===== config.mk =====
export PLATFORM = sky130hd
export DESIGN_NAME = dtc_top
export DESIGN_NICKNAME = d
export VERILOG_FILES = /design/src/rtl/dtc_pkg.sv /design/src/rtl/dtc_fifo.sv /design/src/rtl/dtc_top.sv
export VERILOG_INCLUDE_DIRS = /design/src /design/src/rtl
export SDC_FILE = /design/constraint.sdc
export NUM_CORES = 1
export LEC_CHECK = 0
export ABC_CLOCK_PERIOD_IN_PS = 4100
export BUFFER_PORTS_ARGS = -buffer_cell sky130_fd_sc_hd__buf_2
export CAP_MARGIN = 20
export CORE_MARGIN = 8
export CORE_UTILIZATION = 35
export DETAILED_ROUTE_END_ITERATION = 8
export PLACE_DENSITY_LB_ADDON = 0.15
export SLEW_MARGIN = 30
export SYNTH_ARGS = -nofsm -noshare
export SYNTH_HDL_FRONTEND = slang
export SYNTH_SLANG_ARGS = --single-unit
export TNS_END_PERCENT = 20

===== constraint.sdc =====
create_clock -name aclk -period 4.1 [get_ports aclk]
set_clock_uncertainty 0.15 [all_clocks]
set_input_delay 0.41 -clock aclk [delete_from_list [all_inputs] [get_ports aclk]]
set_output_delay 0.41 -clock aclk [all_outputs]
set_load 0.05 [all_outputs]

===== src/rtl/dtc_defs.svh =====
`ifndef DTC_DEFS_SVH
`define DTC_DEFS_SVH

// Register indices; byte address is four times the index
`define DTC_IDX_DITH   12'h09D
`define DTC_IDX_LSB    12'h160
`define DTC_IDX_LINK   12'h200
`define DTC_IDX_FMT    12'h300
`define DTC_IDX_STAT   12'h301

// Reset values
`define DTC_RST_DITH   8'h01
`define DTC_RST_LSB    8'h00
`define DTC_RST_LINK   8'h01
`define DTC_RST_FMT    8'h00

// Field positions
`define DTC_DITH_EN    0
`define DTC_DITH_AMP   1
`define DTC_DITH_ERR   2
`define DTC_LSB_MARK   0
`define DTC_LINK_EN    0
`define DTC_FMT_8BIT   0
`define DTC_STAT_NOSYNC 6

// Sample path
`define DTC_SAMPLE_W   12
`define DTC_FIFO_DEPTH 32
`define DTC_MARK12_POS 0
`define DTC_MARK8_POS  4
`define DTC_ILA_CS     2'h0

// Bus
`define DTC_ADDR_W     14
`define DTC_RESP_OKAY  2'h0
`define DTC_RESP_SLVERR 2'h2
`define DTC_LEVEL_W    6

`endif


===== src/rtl/dtc_pkg.sv =====
`include "dtc_defs.svh"

package dtc_pkg;

  typedef struct packed {
    logic                     aw_held;
    logic [11:0]              aw_idx;
    logic                     w_held;
    logic [7:0]               w_data;
    logic                     w_lane0;
    logic                     bvalid;
    logic [1:0]               bresp;
    logic                     rvalid;
    logic [31:0]              rdata;
    logic [1:0]               rresp;
    logic [7:0]               dith;
    logic [7:0]               lsbc;
    logic [7:0]               link;
    logic [7:0]               fmt;
    logic                     stg_valid;
    logic [`DTC_SAMPLE_W-1:0] stg_data;
  } dtc_state_t;

endpackage


===== src/rtl/dtc_fifo.sv =====
`include "dtc_defs.svh"

module dtc_fifo #(
  parameter int W = `DTC_SAMPLE_W,
  parameter int D = `DTC_FIFO_DEPTH
) (
  // Clock and reset
  input  logic                   aclk,
  input  logic                   aresetn,
  // Fill side
  input  logic                   in_valid,
  output logic                   in_ready,
  input  logic [W-1:0]           in_data,
  // Drain side
  output logic                   out_valid,
  input  logic                   out_ready,
  output logic [W-1:0]           out_data,
  // Fill level, memory plus output register
  output logic [$clog2(D)+1:0]   level
);
  localparam int AW = $clog2(D);

  typedef struct packed {
    logic [D-1:0][W-1:0] mem;
    logic [AW-1:0]       wp;
    logic [AW-1:0]       rp;
    logic [AW:0]         cnt;
    logic                ov;
    logic [W-1:0]        od;
  } dtc_fifo_st_t;

  dtc_fifo_st_t q;
  dtc_fifo_st_t d;
  logic         push;
  logic         pop;
  logic         take;

  assign in_ready  = (q.cnt != D[AW:0]);
  assign out_valid = q.ov;
  assign out_data  = q.od;
  assign level     = {1'b0, q.cnt} + {{(AW+1){1'b0}}, q.ov};

  always_comb
  begin
    d    = q;
    push = in_valid && in_ready;
    take = q.ov && out_ready;
    pop  = (q.cnt != '0) && (!q.ov || take);
    if (push)
    begin
      d.mem[q.wp] = in_data;
      d.wp        = q.wp + 1'b1;
    end
    // Read data leave through a register so the head is always stable
    if (pop)
    begin
      d.od = q.mem[q.rp];
      d.rp = q.rp + 1'b1;
      d.ov = 1'b1;
    end
    else if (take)
      d.ov = 1'b0;
    d.cnt = q.cnt + {{AW{1'b0}}, push} - {{AW{1'b0}}, pop};
  end

  always_ff @(posedge aclk)
  begin
    if (!aresetn)
      q <= '0;
    else
      q <= d;
  end
endmodule


===== src/rtl/dtc_top.sv =====
// What this block does
// Dither runs while the dither enable bit is set, stops when clear.
// Amplitude bit 0 selects small dither, 1 selects large dither.
// Rounding bit 0 puts error into noise; 1 into offset and spurs.
// With marking enabled, the marker rides in each output sample's LSB.
// Marker travels with its own sample, so both see equal latency.
// In 8-bit mode the marker takes the 8-bit sample's LSB.
// In 12-bit mode the marker takes the 12-bit sample's LSB.
// Lane alignment always advertises zero control bits per sample.
// Software also enables the sync receiver when it enables marking.
// Dither control resets to 0x01.
// Sample LSB control resets to 0x00.
// With marking off in 12-bit mode, converter bits pass unchanged, LSB included.
`include "dtc_defs.svh"

module dtc_top
  import dtc_pkg::*;
(
  // Clock and reset
  input  logic                     aclk,
  input  logic                     aresetn,
  // AXI4-Lite write address
  input  logic                     s_axi_awvalid,
  output logic                     s_axi_awready,
  input  logic [`DTC_ADDR_W-1:0]   s_axi_awaddr,
  input  logic [2:0]               s_axi_awprot,
  // AXI4-Lite write data
  input  logic                     s_axi_wvalid,
  output logic                     s_axi_wready,
  input  logic [31:0]              s_axi_wdata,
  input  logic [3:0]               s_axi_wstrb,
  // AXI4-Lite write response
  output logic                     s_axi_bvalid,
  input  logic                     s_axi_bready,
  output logic [1:0]               s_axi_bresp,
  // AXI4-Lite read address
  input  logic                     s_axi_arvalid,
  output logic                     s_axi_arready,
  input  logic [`DTC_ADDR_W-1:0]   s_axi_araddr,
  input  logic [2:0]               s_axi_arprot,
  // AXI4-Lite read data
  output logic                     s_axi_rvalid,
  input  logic                     s_axi_rready,
  output logic [31:0]              s_axi_rdata,
  output logic [1:0]               s_axi_rresp,
  // Converter samples with their marker
  input  logic                     adc_valid,
  output logic                     adc_ready,
  input  logic [`DTC_SAMPLE_W-1:0] adc_sample,
  input  logic                     adc_marker,
  // Output samples toward the serial link
  output logic                     out_valid,
  input  logic                     out_ready,
  output logic [`DTC_SAMPLE_W-1:0] out_sample,
  // Converter and link controls
  output logic                     dither_on,
  output logic                     dither_amplitude_sel,
  output logic                     rounding_error_sel,
  output logic                     serial_link_enable,
  output logic [1:0]               ila_control_bits,
  input  logic                     sync_receiver_on
);

  dtc_state_t                 q;
  dtc_state_t                 d;
  logic                       aw_fire;
  logic                       w_fire;
  logic                       ar_fire;
  logic                       wr_commit;
  logic                       stage_take;
  logic                       fifo_in_ready;
  logic [`DTC_LEVEL_W:0]      fifo_level;
  logic [11:0]                ar_idx;

  function automatic logic reg_hit(input logic [11:0] idx);
    if (idx == `DTC_IDX_DITH)
      return 1'b1;
    else if (idx == `DTC_IDX_LSB)
      return 1'b1;
    else if (idx == `DTC_IDX_LINK)
      return 1'b1;
    else if (idx == `DTC_IDX_FMT)
      return 1'b1;
    else if (idx == `DTC_IDX_STAT)
      return 1'b1;
    else
      return 1'b0;
  endfunction

  function automatic logic [`DTC_SAMPLE_W-1:0] place_marker(
    input logic [`DTC_SAMPLE_W-1:0] s,
    input logic                     mark,
    input logic                     on,
    input logic                     fmt8
  );
    logic [`DTC_SAMPLE_W-1:0] r;
    r = s;
    // 8-bit samples occupy the upper bits; lower bits carry nothing
    if (fmt8)
      r[`DTC_MARK8_POS-1:0] = '0;
    if (on && fmt8)
      r[`DTC_MARK8_POS] = mark;
    else if (on)
      r[`DTC_MARK12_POS] = mark;
    return r;
  endfunction

  function automatic dtc_state_t rst_state();
    dtc_state_t s;
    s      = '0;
    s.dith = `DTC_RST_DITH;
    s.lsbc = `DTC_RST_LSB;
    s.link = `DTC_RST_LINK;
    s.fmt  = `DTC_RST_FMT;
    return s;
  endfunction

  assign s_axi_awready = !q.aw_held && !q.bvalid;
  assign s_axi_wready  = !q.w_held && !q.bvalid;
  assign s_axi_arready = !q.rvalid;
  assign s_axi_bvalid  = q.bvalid;
  assign s_axi_bresp   = q.bresp;
  assign s_axi_rvalid  = q.rvalid;
  assign s_axi_rdata   = q.rdata;
  assign s_axi_rresp   = q.rresp;

  assign aw_fire    = s_axi_awvalid && s_axi_awready;
  assign w_fire     = s_axi_wvalid && s_axi_wready;
  assign ar_fire    = s_axi_arvalid && s_axi_arready;
  assign wr_commit  = q.aw_held && q.w_held && !q.bvalid;
  assign ar_idx     = s_axi_araddr[`DTC_ADDR_W-1:2];
  assign stage_take = !q.stg_valid || fifo_in_ready;
  assign adc_ready  = stage_take;

  assign dither_on            = q.dith[`DTC_DITH_EN];
  assign dither_amplitude_sel = q.dith[`DTC_DITH_AMP];
  assign rounding_error_sel   = q.dith[`DTC_DITH_ERR];
  assign serial_link_enable   = q.link[`DTC_LINK_EN];
  // Marker bit is never advertised, whatever the marking setting
  assign ila_control_bits     = `DTC_ILA_CS;

  always_comb
  begin
    d = q;
    if (aw_fire)
    begin
      d.aw_held = 1'b1;
      d.aw_idx  = s_axi_awaddr[`DTC_ADDR_W-1:2];
    end
    if (w_fire)
    begin
      d.w_held  = 1'b1;
      d.w_data  = s_axi_wdata[7:0];
      d.w_lane0 = s_axi_wstrb[0];
    end
    if (q.bvalid && s_axi_bready)
      d.bvalid = 1'b0;
    if (wr_commit)
    begin
      d.aw_held = 1'b0;
      d.w_held  = 1'b0;
      d.bvalid  = 1'b1;
      d.bresp   = reg_hit(q.aw_idx) ? `DTC_RESP_OKAY : `DTC_RESP_SLVERR;
      // Registers are one byte wide, so only lane 0 can change them
      if (q.w_lane0)
      begin
        if (q.aw_idx == `DTC_IDX_DITH)
          d.dith = q.w_data;
        else if (q.aw_idx == `DTC_IDX_LSB)
          d.lsbc = q.w_data;
        else if (q.aw_idx == `DTC_IDX_LINK)
          d.link = q.w_data;
        else if (q.aw_idx == `DTC_IDX_FMT)
          d.fmt = q.w_data;
      end
    end

    if (q.rvalid && s_axi_rready)
      d.rvalid = 1'b0;
    if (ar_fire)
    begin
      d.rvalid = 1'b1;
      d.rresp  = reg_hit(ar_idx) ? `DTC_RESP_OKAY : `DTC_RESP_SLVERR;
      d.rdata  = '0;
      if (ar_idx == `DTC_IDX_DITH)
        d.rdata[7:0] = q.dith;
      else if (ar_idx == `DTC_IDX_LSB)
        d.rdata[7:0] = q.lsbc;
      else if (ar_idx == `DTC_IDX_LINK)
        d.rdata[7:0] = q.link;
      else if (ar_idx == `DTC_IDX_FMT)
        d.rdata[7:0] = q.fmt;
      else if (ar_idx == `DTC_IDX_STAT)
      begin
        d.rdata[`DTC_LEVEL_W-1:0]   = fifo_level[`DTC_LEVEL_W-1:0];
        d.rdata[`DTC_STAT_NOSYNC]   = q.lsbc[`DTC_LSB_MARK] && !sync_receiver_on;
      end
    end

    // Marker joins its sample here, before any buffering
    if (q.stg_valid && fifo_in_ready)
      d.stg_valid = 1'b0;
    if (adc_valid && stage_take)
    begin
      d.stg_valid = 1'b1;
      d.stg_data  = place_marker(adc_sample, adc_marker, q.lsbc[`DTC_LSB_MARK],
                                 q.fmt[`DTC_FMT_8BIT]);
    end
  end

  always_ff @(posedge aclk)
  begin
    if (!aresetn)
      q <= rst_state();
    else
      q <= d;
  end

  // Sample and marker share one word, so the buffer cannot skew them
  dtc_fifo #(
    .W (`DTC_SAMPLE_W),
    .D (`DTC_FIFO_DEPTH)
  ) u_fifo (
    .aclk      (aclk),
    .aresetn   (aresetn),
    .in_valid  (q.stg_valid),
    .in_ready  (fifo_in_ready),
    .in_data   (q.stg_data),
    .out_valid (out_valid),
    .out_ready (out_ready),
    .out_data  (out_sample),
    .level     (fifo_level)
  );
endmodule


==> qor.csv, run 1 <==
stage,metric,value,unit
sta,rsz0062_at_grt,false,
pwr,netSwitchingFraction,0.291,
synthesis,yosys-top-cells-area,"dfxtp_1 42%, a21boi_0 14%, nand3_1 8.5%, nand2_1 8.5%, mux4_2 6.5%",
clock_tree,clk_latency,0.63,ns
synthesis,synth_fa_ha_area_frac,0.0110,
synthesis,synth_flop_cell,dfxtp_1,
final_layout,nets,2785,
worst_setup_path,worstSetupEndpoint,u_fifo.out_data[0],
detailed_routing,firstDrtPassIters,5,
pwr,power_density,456,nW/um^2
die,initial_core_util,0.351,
worst_setup_path,max_stage_delay,0.91,ns
placed_design,dp.cells,3452,
placed_design,hpwl,47.9,mm
synthesis,yosys.area.top_type,dfxtp_1,
synthesis,synth_area,23500,um^2
die,placementRows,95,
synthesis,syn_inst,2696,
die,ioPinCount,154,
worst_setup_path,required,4.46,ns
clock_tree,cts_buffer_depth,3,
worst_setup_path,rr_endpoint,u_fifo.out_data[0],
worst_setup_path,crit_chain,mux4_2 > a22o_1 > a211oi_1 > a211o_1 > o21ai_0,
worst_setup_path,critPathArrivalTime,3.46,ns
final_layout,antennaDiodeCount,0,
sta,maxSlewViolCount,0,
clock_tree,tritoncts,built,
detailed_routing,drt-initial-drc-count,1452,
placed_design,gp_congestion,0.790,
pwr,leakagePower,8.98,nW
pwr,clkPwrFrac,0.422,
worst_setup_path,critPathKind,reg -> reg,
sta,post-route-period-util,0.757,
synthesis,ys_seq_elements,493,
synthesis,synth_top_area_share,0.421,
synthesis,yosys.cell_types.count,63,
synthesis,synthArstFlopShare,0,
worst_setup_path,crit_path_end_kind,flip-flop,
grt,grt_pass1_wl,117,mm
detailed_routing,vias,19600,
grt,grt_use_total,0.196,
grt,grt_max_degree,225,
status,status,"complete, no violations",
detailed_routing,antenna_left,0,
pwr,peakVddDrop,0.298,mV
placed_design,port_buffers,88,
sta,relSlewSlack,0.324,
detailed_routing,vias_per_cell,5.45,
final_layout,instances_no_fill,3592,
hold_path,hold_class,in -> reg,
sta,fmax,0.322,GHz
die,die_w,275,um
worst_setup_path,critPathSlowestCell,dfxtp_4,
synthesis,synthXorXnorAreaFrac,0.00486,
pwr,power.internal,8.64,mW
synthesis,syn_avg_cell_area,8.70,um^2
synthesis,synth_edf_count,0,
clock_tree,cts_made_buffers,57,
worst_setup_path,reg2reg_from,u_fifo.q[19],
detailed_routing,wl_per_cell,21.1,um
sta,final-hold-violation-count,0,
sta,worst_slew_pin_slew,1.01,ns
final_layout,syn2layout_area_growth,14.0,%
worst_setup_path,critical_path.max_fanout,37,
synthesis,ys_seq_area_frac,0.421,
clock_tree,cts-htree-levels,2,
worst_setup_path,startpoint_type,flip-flop,
sta,fin_crit,3.10,ns
worst_setup_path,startpoint,u_fifo.q[19],
die,core-area,66800,um^2
grt,antenna_found_initial,0,
clock_tree,clock-sinks,493,
pwr,power_frac_comb,0.152,
sta,setup_tns,0,ns
clock_tree,clk_pin_slew,0.06,ns
pwr,p_switching,3.55,mW
final_layout,nFillCells,6652,
synthesis,yosys.area_share.simple,0.212,
clock_tree,root_buffer,clkbuf_16,
die,die_h,275,um
synthesis,synth_compound_area_frac,0.182,
sta,setup_violations,0,
detailed_routing,routed_wirelength,75.8,mm
grt,grt-ovfl-total,0,
flow_run,max_cap_violations,0,
clock_tree,post_cts_resized,0,
worst_setup_path,r2r_cells,5,
synthesis,yosys_warnings,0,
final_layout,drive_above_1_share,0.142,
detailed_routing,drc,0,
die,dieArea,75500,um^2
pwr,p_seq_frac,0.427,
worst_setup_path,r2r_slack,1.0,ns
synthesis,synthMuxAreaShare,0.102,
synthesis,synth_top_family_by_area,simple AND/OR/NAND/NOR gates,
grt,grt_pass1_vias,19600,
stage by stage:
step / hold WS, ns / instance area (um^2) / setup slack, ns / util / power [mW]
3_3_place_gp: 0.297 / 24500 / 1.04 / 0.367 / 7.12
5_1_grt: 0.0457 / 26700 / 0.831 / 0.400 / 12.7
4_1_cts: 0.0234 / 26700 / 1.05 / 0.400 / 12.3
3_5_place_dp: 0.304 / 24500 / 1.06 / 0.367 / 7.15
6_report: 0.0592 / 26700 / 0.996 / 0.400 / 12.2
2_1_floorplan: 0.286 / 23600 / 0.893 / - / 6.52
kinds of logic (layout without fill, tap and decap cells):
family          after synthesis  after routing
compound gates              579            579
xor+xnor                     13             13
other cells                   1             28
flops                       493            493
simple gates               1083           1083
fa+ha+maj                    20             20
buf+inv                     356            352
mux                         151            151
layout make-up:
class	count	area [um^2]	area share
inverter	21	78.8	0.00295
sequential	493	9880	0.370
timing repair buffer	225	1630	0.0609
tap	873	1090	0.0409
clock buffer	89	1720	0.0643
clock inverter	17	171	0.00641
multi-input combinational	1874	12200	0.455
how the worst min path moves through the flow:
stage	start	to	slack [ns]	cells after the start
floorplan	u_fifo.out_data[0]	u_fifo.out_data[0]	0.29	2
global placement	u_fifo.q[40]	u_fifo.q[40]	0.30	2
detailed placement	u_fifo.out_data[8]	u_fifo.out_data[8]	0.30	2
CTS	adc_marker	q[4]	0.02	4
global route	adc_sample[2]	q[2]	0.05	4
finish	adc_marker	q[4]	0.06	4
registers in the layout, indices dropped and copies added (netlist names):
signal and flops:
s_axi_bresp 1, u_fifo.q 400, dither_on 1, dither_amplitude_sel 1, s_axi_rresp 1, q 64
u_fifo.out_valid 1, rounding_error_sel 1, s_axi_rdata 8, serial_link_enable 1, u_fifo.out_data 12, s_axi_bvalid 1
s_axi_rvalid 1
routing by layer:
layer	track usage	part of all wire
met2	0.322	0.47
met1	0.266	0.45
met5	0	0
met4	0.0633	0.030
met3	0.0261	0.050
synthesized netlist by cell type, drive strengths merged, types with 17 or more instances:
library cell,count
a21boi,430
a21oi,22
a22oi,17
buf,149
clkbuf,186
dfxtp,493
ha,19
inv,21
mux2,19
mux2i,64
mux4,68
nand2,532
nand3,399
nor2,17
nor2b,35
o21ai,26
cell usage in the layout, fill, tap and decap left out, types with 11 or more instances in the layout:
cell           count
buf_2             87
conb_1            28
a21oi_1           21
nor2_1            14
o21ai_0           26
nor2b_1           34
nand4_1           11
and2_1            14
a211oi_1          16
mux2_2            19
mux2i_1           64
inv_1             21
clkbuf_8          15
clkbuf_1          16
ha_1              19
buf_4             98
o22ai_1           14
a22oi_1           17
dlygate4sd3_1     34
nand3_1          399
clkbuf_16         58
mux4_2            68
nand2_1          532
a21boi_0         430
dfxtp_1          490
critical path, delay by kind of cell (launching register included):
| kind | cells | cell delay [ns] |
|---|---|---|
| DFF | 1 | 0.91 |
| muxes | 1 | 0.66 |
| AOI/OAI and AO/OA | 4 | 1.19 |
power by group through the flow:
stage          registers, mW  logic (mW)  clock network, mW
4_1_cts                 5.21        1.86               5.25
5_1_grt                 5.23        1.99               5.44
3_5_place_dp            5.31        1.83                  0
2_1_floorplan           5.05        1.47                  0
6_report                5.20        1.85               5.14
3_3_place_gp            5.30        1.81                  0
timing repair:
item                                    4_1_cts  5_1_grt
endpoints found under the setup margin        0        0
hold buffers                                 34        0
setup buffers                                 0        0
hold endpoints to repair                     33        0
(Power assumes the default switching activity.)
==> inputs of run 2 (changes only) <==
--- a/config.mk
+++ b/config.mk
@@ -6,7 +6,8 @@
 export SDC_FILE = /design/constraint.sdc
 export NUM_CORES = 1
 export LEC_CHECK = 0
-export ABC_CLOCK_PERIOD_IN_PS = 4100
+export ABC_AREA = 1
+export ABC_CLOCK_PERIOD_IN_PS = 2900
 export BUFFER_PORTS_ARGS = -buffer_cell sky130_fd_sc_hd__buf_2
 export CAP_MARGIN = 20
 export CORE_MARGIN = 8
==> constraint.sdc (replaced) <==
create_clock -name aclk -period 2.9 [get_ports aclk]
set_clock_uncertainty 0.15 [all_clocks]
set_input_delay 0.29 -clock aclk [delete_from_list [all_inputs] [get_ports aclk]]
set_output_delay 0.29 -clock aclk [all_outputs]
set_load 0.05 [all_outputs]
==> qor.csv, run 2 <==
stage,metric,value,unit
clock_tree,tritoncts,built,
clock_tree,cts_made_buffers,58,
die,placementRows,94,
final_layout,instances_no_fill,4285,
final_layout,antennaDiodeCount,0,
pwr,leakagePower,10.7,nW
worst_setup_path,crit_family,adder cells,
worst_setup_path,r2r_slack,0.36,ns
sta,fmax,0.393,GHz
clock_tree,post_cts_resized,0,
synthesis,synthTopCellsByCount,"538 x nand2_1, 493 x dfxtp_1, 446 x o21ai_0",
final_layout,largest_reg_flops,400,
sta,maxSlewViolCount,0,
sta,worst_slew_pin_slew,0.876,ns
detailed_routing,vias,20600,
synthesis,yosysMostFrequentCell,nand2_1,
detailed_routing,wl_per_cell,16.5,um
clock_tree,clk_latency,0.63,ns
grt,antenna_found_initial,0,
placed_design,gp_congestion,0.810,
die,core-area,65400,um^2
hold_path,hold_class,in -> reg,
worst_setup_path,critPathKind,reg -> reg,
die,die_w,272,um
grt,grt_pass1_vias,19000,
die,initial_core_util,0.351,
synthesis,ys_seq_elements,493,
clock_tree,cts_setup_buffers,0,
clock_tree,clk_pin_slew,0.06,ns
die,die_h,272,um
final_layout,largest-register,u_fifo.q,
placed_design,port_buffers,88,
worst_setup_path,cp.buffers_inverters,4,
sta,post-route-period-util,0.877,
worst_setup_path,critPathSlowestCell,fa_1,
flow_run,max_cap_violations,0,
sta,relSlewSlack,0.413,
grt,grt_pass1_wl,111,mm
worst_setup_path,crit_top_cell,inv_1,
detailed_routing,drt-initial-drc-count,1441,
worst_setup_path,max_stage_delay,0.42,ns
final_layout,drive_above_1_share,0.0810,
final_layout,nets,3489,
hold_path,hp-start,adc_marker,
synthesis,synth_top_area_share,0.430,
placed_design,dp.cells,4128,
sta,setup_tns,0,ns
grt,grt_max_degree,149,
clock_tree,cts-htree-levels,2,
grt,grt-ovfl-total,0,
synthesis,yosys.area.top_type,dfxtp_1,
synthesis,synthArstFlopShare,0,
sta,setup_violations,0,
die,ioPinCount,154,
clock_tree,root_buffer,clkbuf_16,
final_layout,layout_common_cells,"538 x nand2_1, 491 x dfxtp_1, 446 x o21ai_0",
synthesis,syn_avg_cell_area,6.80,um^2
synthesis,syn_inst,3376,
detailed_routing,firstDrtPassIters,6,
sta,fin_crit,2.54,ns
synthesis,synth_edf_count,0,
synthesis,synth_area,23000,um^2
worst_setup_path,startpoint,u_fifo.q[16],
pwr,peakVddDrop,0.501,mV
detailed_routing,routed_wirelength,70.9,mm
worst_setup_path,critPathArrivalTime,2.90,ns
synthesis,yosys-top-cells-area,"dfxtp_1 43%, o21ai_0 9.7%, nand2_1 8.8%, a21oi_1 8.5%, nor2_1 6.8%",
worst_setup_path,crit_chain,inv_1 > ha_1 > nand4_1 > nand2_1 > inv_1 > ha_1 > inv_1 > ha_1 > inv_1 > fa_1 > nor3_1 > a211oi_1 > o21ai_0 > a21oi_1,
synthesis,yosys.cell_types.count,38,
worst_setup_path,startpoint_type,flip-flop,
synthesis,yosys_warnings,0,
worst_setup_path,crit_path_end_kind,flip-flop,
pwr,power_density,751,nW/um^2
sta,whs,0.0536,ns
clock_tree,hold_buffers,52,
synthesis,synth_flop_cell,dfxtp_1,
sta,final-hold-violation-count,0,
detailed_routing,vias_per_cell,4.80,
sta,rsz0062_at_grt,false,
worst_setup_path,required,3.26,ns
clock_tree,cts_buffer_depth,3,
worst_setup_path,reg2reg_from,u_fifo.q[16],
final_layout,layout_commonest_cell,nand2_1,
synthesis,ys_seq_area_frac,0.430,
detailed_routing,antenna_left,0,
placed_design,hpwl,43.8,mm
grt,grt_use_total,0.185,
clock_tree,clock-sinks,493,
die,dieArea,74100,um^2
detailed_routing,drc,0,
status,status,"complete, no violations",
worst_setup_path,critical_path.max_fanout,3,
final_layout,syn2layout_area_growth,14.0,%
run 2: cell types whose count changed in the layout (fill, tap and decap cells not counted), sizes merged, moves of 68 or more:
cell | before | now
nand3 | 399 | 296
inv | 24 | 381
mux4 | 68 | 0
a21boi | 430 | 0
a21oi | 22 | 389
o21ai | 26 | 470
nor2 | 17 | 427
run 2: path summary, 6_finish.rpt:
kind	cells past startpoint	to
setup / recovery	14	u_fifo.q[17]
hold / removal	5	q[0]
setup reg to reg	14	u_fifo.q[17]
hold reg to reg	2	u_fifo.q[400]
run 2: stage by stage:
step | worst slack [ns] | total power [mW] | cell area, um^2 | util
5_1_grt | 0.143 | 20.7 | 26200 | 0.400
4_1_cts | 0.339 | 19.9 | 26200 | 0.400
2_1_floorplan | 0.0198 | 10.8 | 23100 | -
3_3_place_gp | 0.334 | 12.4 | 23700 | 0.363
6_report | 0.356 | 19.7 | 26200 | 0.400
3_5_place_dp | 0.356 | 12.4 | 23700 | 0.363
run 2: cell families after synthesis:
kind of cell,share of synthesized area
adder cells (fa/ha/maj),0.0112
flip-flops,0.430
buffers and inverters,0.128
AND/OR/NAND/NOR,0.239
XOR/XNOR,0.00153
other,0.000163
AO/OA/AOI/OAI,0.191
run 2: cell type report:
type	instances	area [um^2]
clock buffers	89	1740
clock inverters	16	195
fillers	7077	39200
inverters	383	1440
multi-input cells	2234	10300
flip-flops and latches	493	9880
well taps	864	1080
repair buffers	206	1580
run 2: worst reg2reg max path, cell delays in order, from the launching register on:
cell and delay [ns]:
dfxtp_1 0.30, inv_1 0.10, ha_1 0.19, nand4_1 0.10, nand2_1 0.08, inv_1 0.06
ha_1 0.28, inv_1 0.05, ha_1 0.16, inv_1 0.06, fa_1 0.42, nor3_1 0.18
a211oi_1 0.08, o21ai_0 0.16, a21oi_1 0.05
run 2: power by group:
part | internal [mW] | switching [mW] | leakage [nW] | total, mW
sequential | 7.00 | 0.157 | 3.99 | 7.15
clock | 4.37 | 2.97 | 0.958 | 7.35
combinational | 1.47 | 3.68 | 5.72 | 5.15
run 2: layer usage:
layer  up-vias  global-route usage  share of wire
li1      10800                   -              -
met1      9336               0.253           0.47
met2       386               0.303           0.46
met3        91              0.0257          0.038
met4         0              0.0538          0.026
met5         -                   0              0
==> inputs of run 3 (changes only) <==
--- a/config.mk
+++ b/config.mk
@@ -6,7 +6,6 @@
 export SDC_FILE = /design/constraint.sdc
 export NUM_CORES = 1
 export LEC_CHECK = 0
-export ABC_AREA = 1
 export ABC_CLOCK_PERIOD_IN_PS = 2900
 export BUFFER_PORTS_ARGS = -buffer_cell sky130_fd_sc_hd__buf_2
 export CAP_MARGIN = 20
==> qor.csv, run 3 (same netlist as run 1, synthesis figures left out) <==
stage,metric,value,unit
grt,antenna_found_initial,0,
pwr,peakVddDrop,0.427,mV
placed_design,hpwl,48.5,mm
final_layout,syn2layout_area_growth,17.2,%
flow_run,max_cap_violations,0,
final_layout,nets,2866,
detailed_routing,drt-initial-drc-count,1643,
clock_tree,cts_setup_buffers,0,
die,initial_core_util,0.351,
clock_tree,cts_made_buffers,56,
final_layout,drive_above_1_share,0.163,
clock_tree,clock-sinks,493,
grt,grt_max_degree,149,
grt,grt-ovfl-total,0,
pwr,leakagePower,9.37,nW
placed_design,dp_slack,0.177,ns
final_layout,fin_area,27500,um^2
clock_tree,cts_buffer_depth,3,
detailed_routing,wl_per_cell,20.3,um
final_layout,largest-register,u_fifo.q,
placed_design,gp_congestion,0.824,
worst_setup_path,startpoint_type,flip-flop,
clock_tree,tritoncts,built,
clock_tree,cts-htree-levels,2,
clock_tree,root_buffer,clkbuf_16,
worst_setup_path,max_stage_delay,0.54,ns
die,ioPinCount,154,
sta,worst_slack,0.0819,ns
grt,grt_pass1_vias,19700,
clock_tree,clk_latency,0.63,ns
sta,post-route-period-util,0.972,
worst_setup_path,crit_family,compound AO/OA/AOI/OAI gates,
worst_setup_path,critPathArrivalTime,3.17,ns
sta,whs,0.0558,ns
sta,worst_slew_pin_slew,0.820,ns
grt,grt_use_total,0.194,
final_layout,post-route-util,0.412,
final_layout,largest_reg_flops,400,
detailed_routing,firstDrtPassIters,7,
die,core-area,66800,um^2
pwr,power.internal,12.3,mW
sta,fin_crit,2.82,ns
worst_setup_path,required,3.25,ns
worst_setup_path,critPathSlowestCell,mux4_2,
detailed_routing,routed_wirelength,74.7,mm
placed_design,port_buffers,88,
final_layout,layout_commonest_cell,nand2_1,
worst_setup_path,cp.buffers_inverters,2,
die,die_w,275,um
detailed_routing,vias_per_cell,5.39,
sta,maxSlewViolCount,0,
final_layout,layout_common_cells,"532 x nand2_1, 490 x dfxtp_1, 430 x a21boi_0",
pwr,clkPwrFrac,0.413,
sta,fmax,0.355,GHz
sta,relSlewSlack,0.452,
status,status,"complete, no violations",
worst_setup_path,critPathKind,reg -> reg,
worst_setup_path,crit_path_end_kind,flip-flop,
sta,setup_tns,0,ns
sta,setup_violations,0,
die,die_h,275,um
grt,grt_pass1_wl,116,mm
pwr,p_switching,4.94,mW
pwr,netSwitchingFraction,0.286,
sta,rsz0062_at_grt,false,
detailed_routing,drc,0,
final_layout,antennaDiodeCount,0,
worst_setup_path,crit_top_cell,buf_4,
sta,final-hold-violation-count,0,
hold_path,hold_class,in -> reg,
worst_setup_path,critical_path.max_fanout,9,
pwr,power_frac_comb,0.176,
final_layout,nFillCells,6674,
placed_design,placed_cell_area,25200,um^2
detailed_routing,antenna_left,0,
clock_tree,clk_pin_slew,0.06,ns
die,dieArea,75500,um^2
worst_setup_path,crit_chain,buf_4 > mux4_2 > a22o_1 > a211oi_1 > buf_4 > a211o_1 > o21ai_0,
pwr,p_seq_frac,0.410,
die,placementRows,95,
detailed_routing,vias,19800,
pwr,power_density,629,nW/um^2
-- run 3: power by group through the flow --
stage / Clock, mW / Combinational (mW) / Sequential (mW)
CTS: 7.32 / 3.07 / 7.09
detailed placement: 0 / 3.02 / 7.24
finish: 7.14 / 3.05 / 7.09
global route: 7.57 / 3.28 / 7.11
global placement: 0 / 2.99 / 7.24
floorplan: 0 / 2.13 / 7.15
-- run 3: area by class of cell --
cell class	instances	area (um^2)	share of cell area
repair buffers	307	2410	0.0877
inverters	21	78.8	0.00287
flip-flops and latches	493	9880	0.359
multi-input cells	1874	12200	0.443
clock inverters	11	148	0.00537
well taps	873	1090	0.0397
clock buffers	92	1720	0.0625
-- run 3: per-stage QoR --
step | instances | total power, mW
2_1_floorplan | 2723 | 9.28
3_3_place_gp | 3526 | 10.2
3_5_place_dp | 3526 | 10.3
4_1_cts | 3671 | 17.5
5_1_grt | 3671 | 18.0
6_report | 3671 | 17.3
-- run 3: final timing paths --
kind                       start                  end  slack (ns)  cells past startpoint
min             s_axi_araddr[13]       s_axi_rdata[0]        0.06                      5
max                 u_fifo.q[19]   u_fifo.out_data[0]        0.08                      7
min reg2reg  u_fifo.out_data[11]  u_fifo.out_data[11]        0.31                      2
max reg2reg         u_fifo.q[19]   u_fifo.out_data[0]        0.08                      7
-- run 3: repair_timing --
item	in CTS	in global routing
hold endpoints to repair	79	0
hold buffers	42	0
gates resized for setup	0	0
-- run 3: worst reg2reg max path, cell delays in order (launching register included) --
cell,delay [ns]
dfxtp_4,0.51
buf_4,0.26
mux4_2,0.55
a22o_1,0.30
a211oi_1,0.49
buf_4,0.20
a211o_1,0.15
o21ai_0,0.09
-- run 3: layer usage --
metal  share of wire  vias up  track usage
met2            0.47      553        0.324
met4           0.030        0       0.0669
li1                -     9457            -
met3           0.053      109       0.0273
met5               0        -            0
met1            0.44     9670        0.254
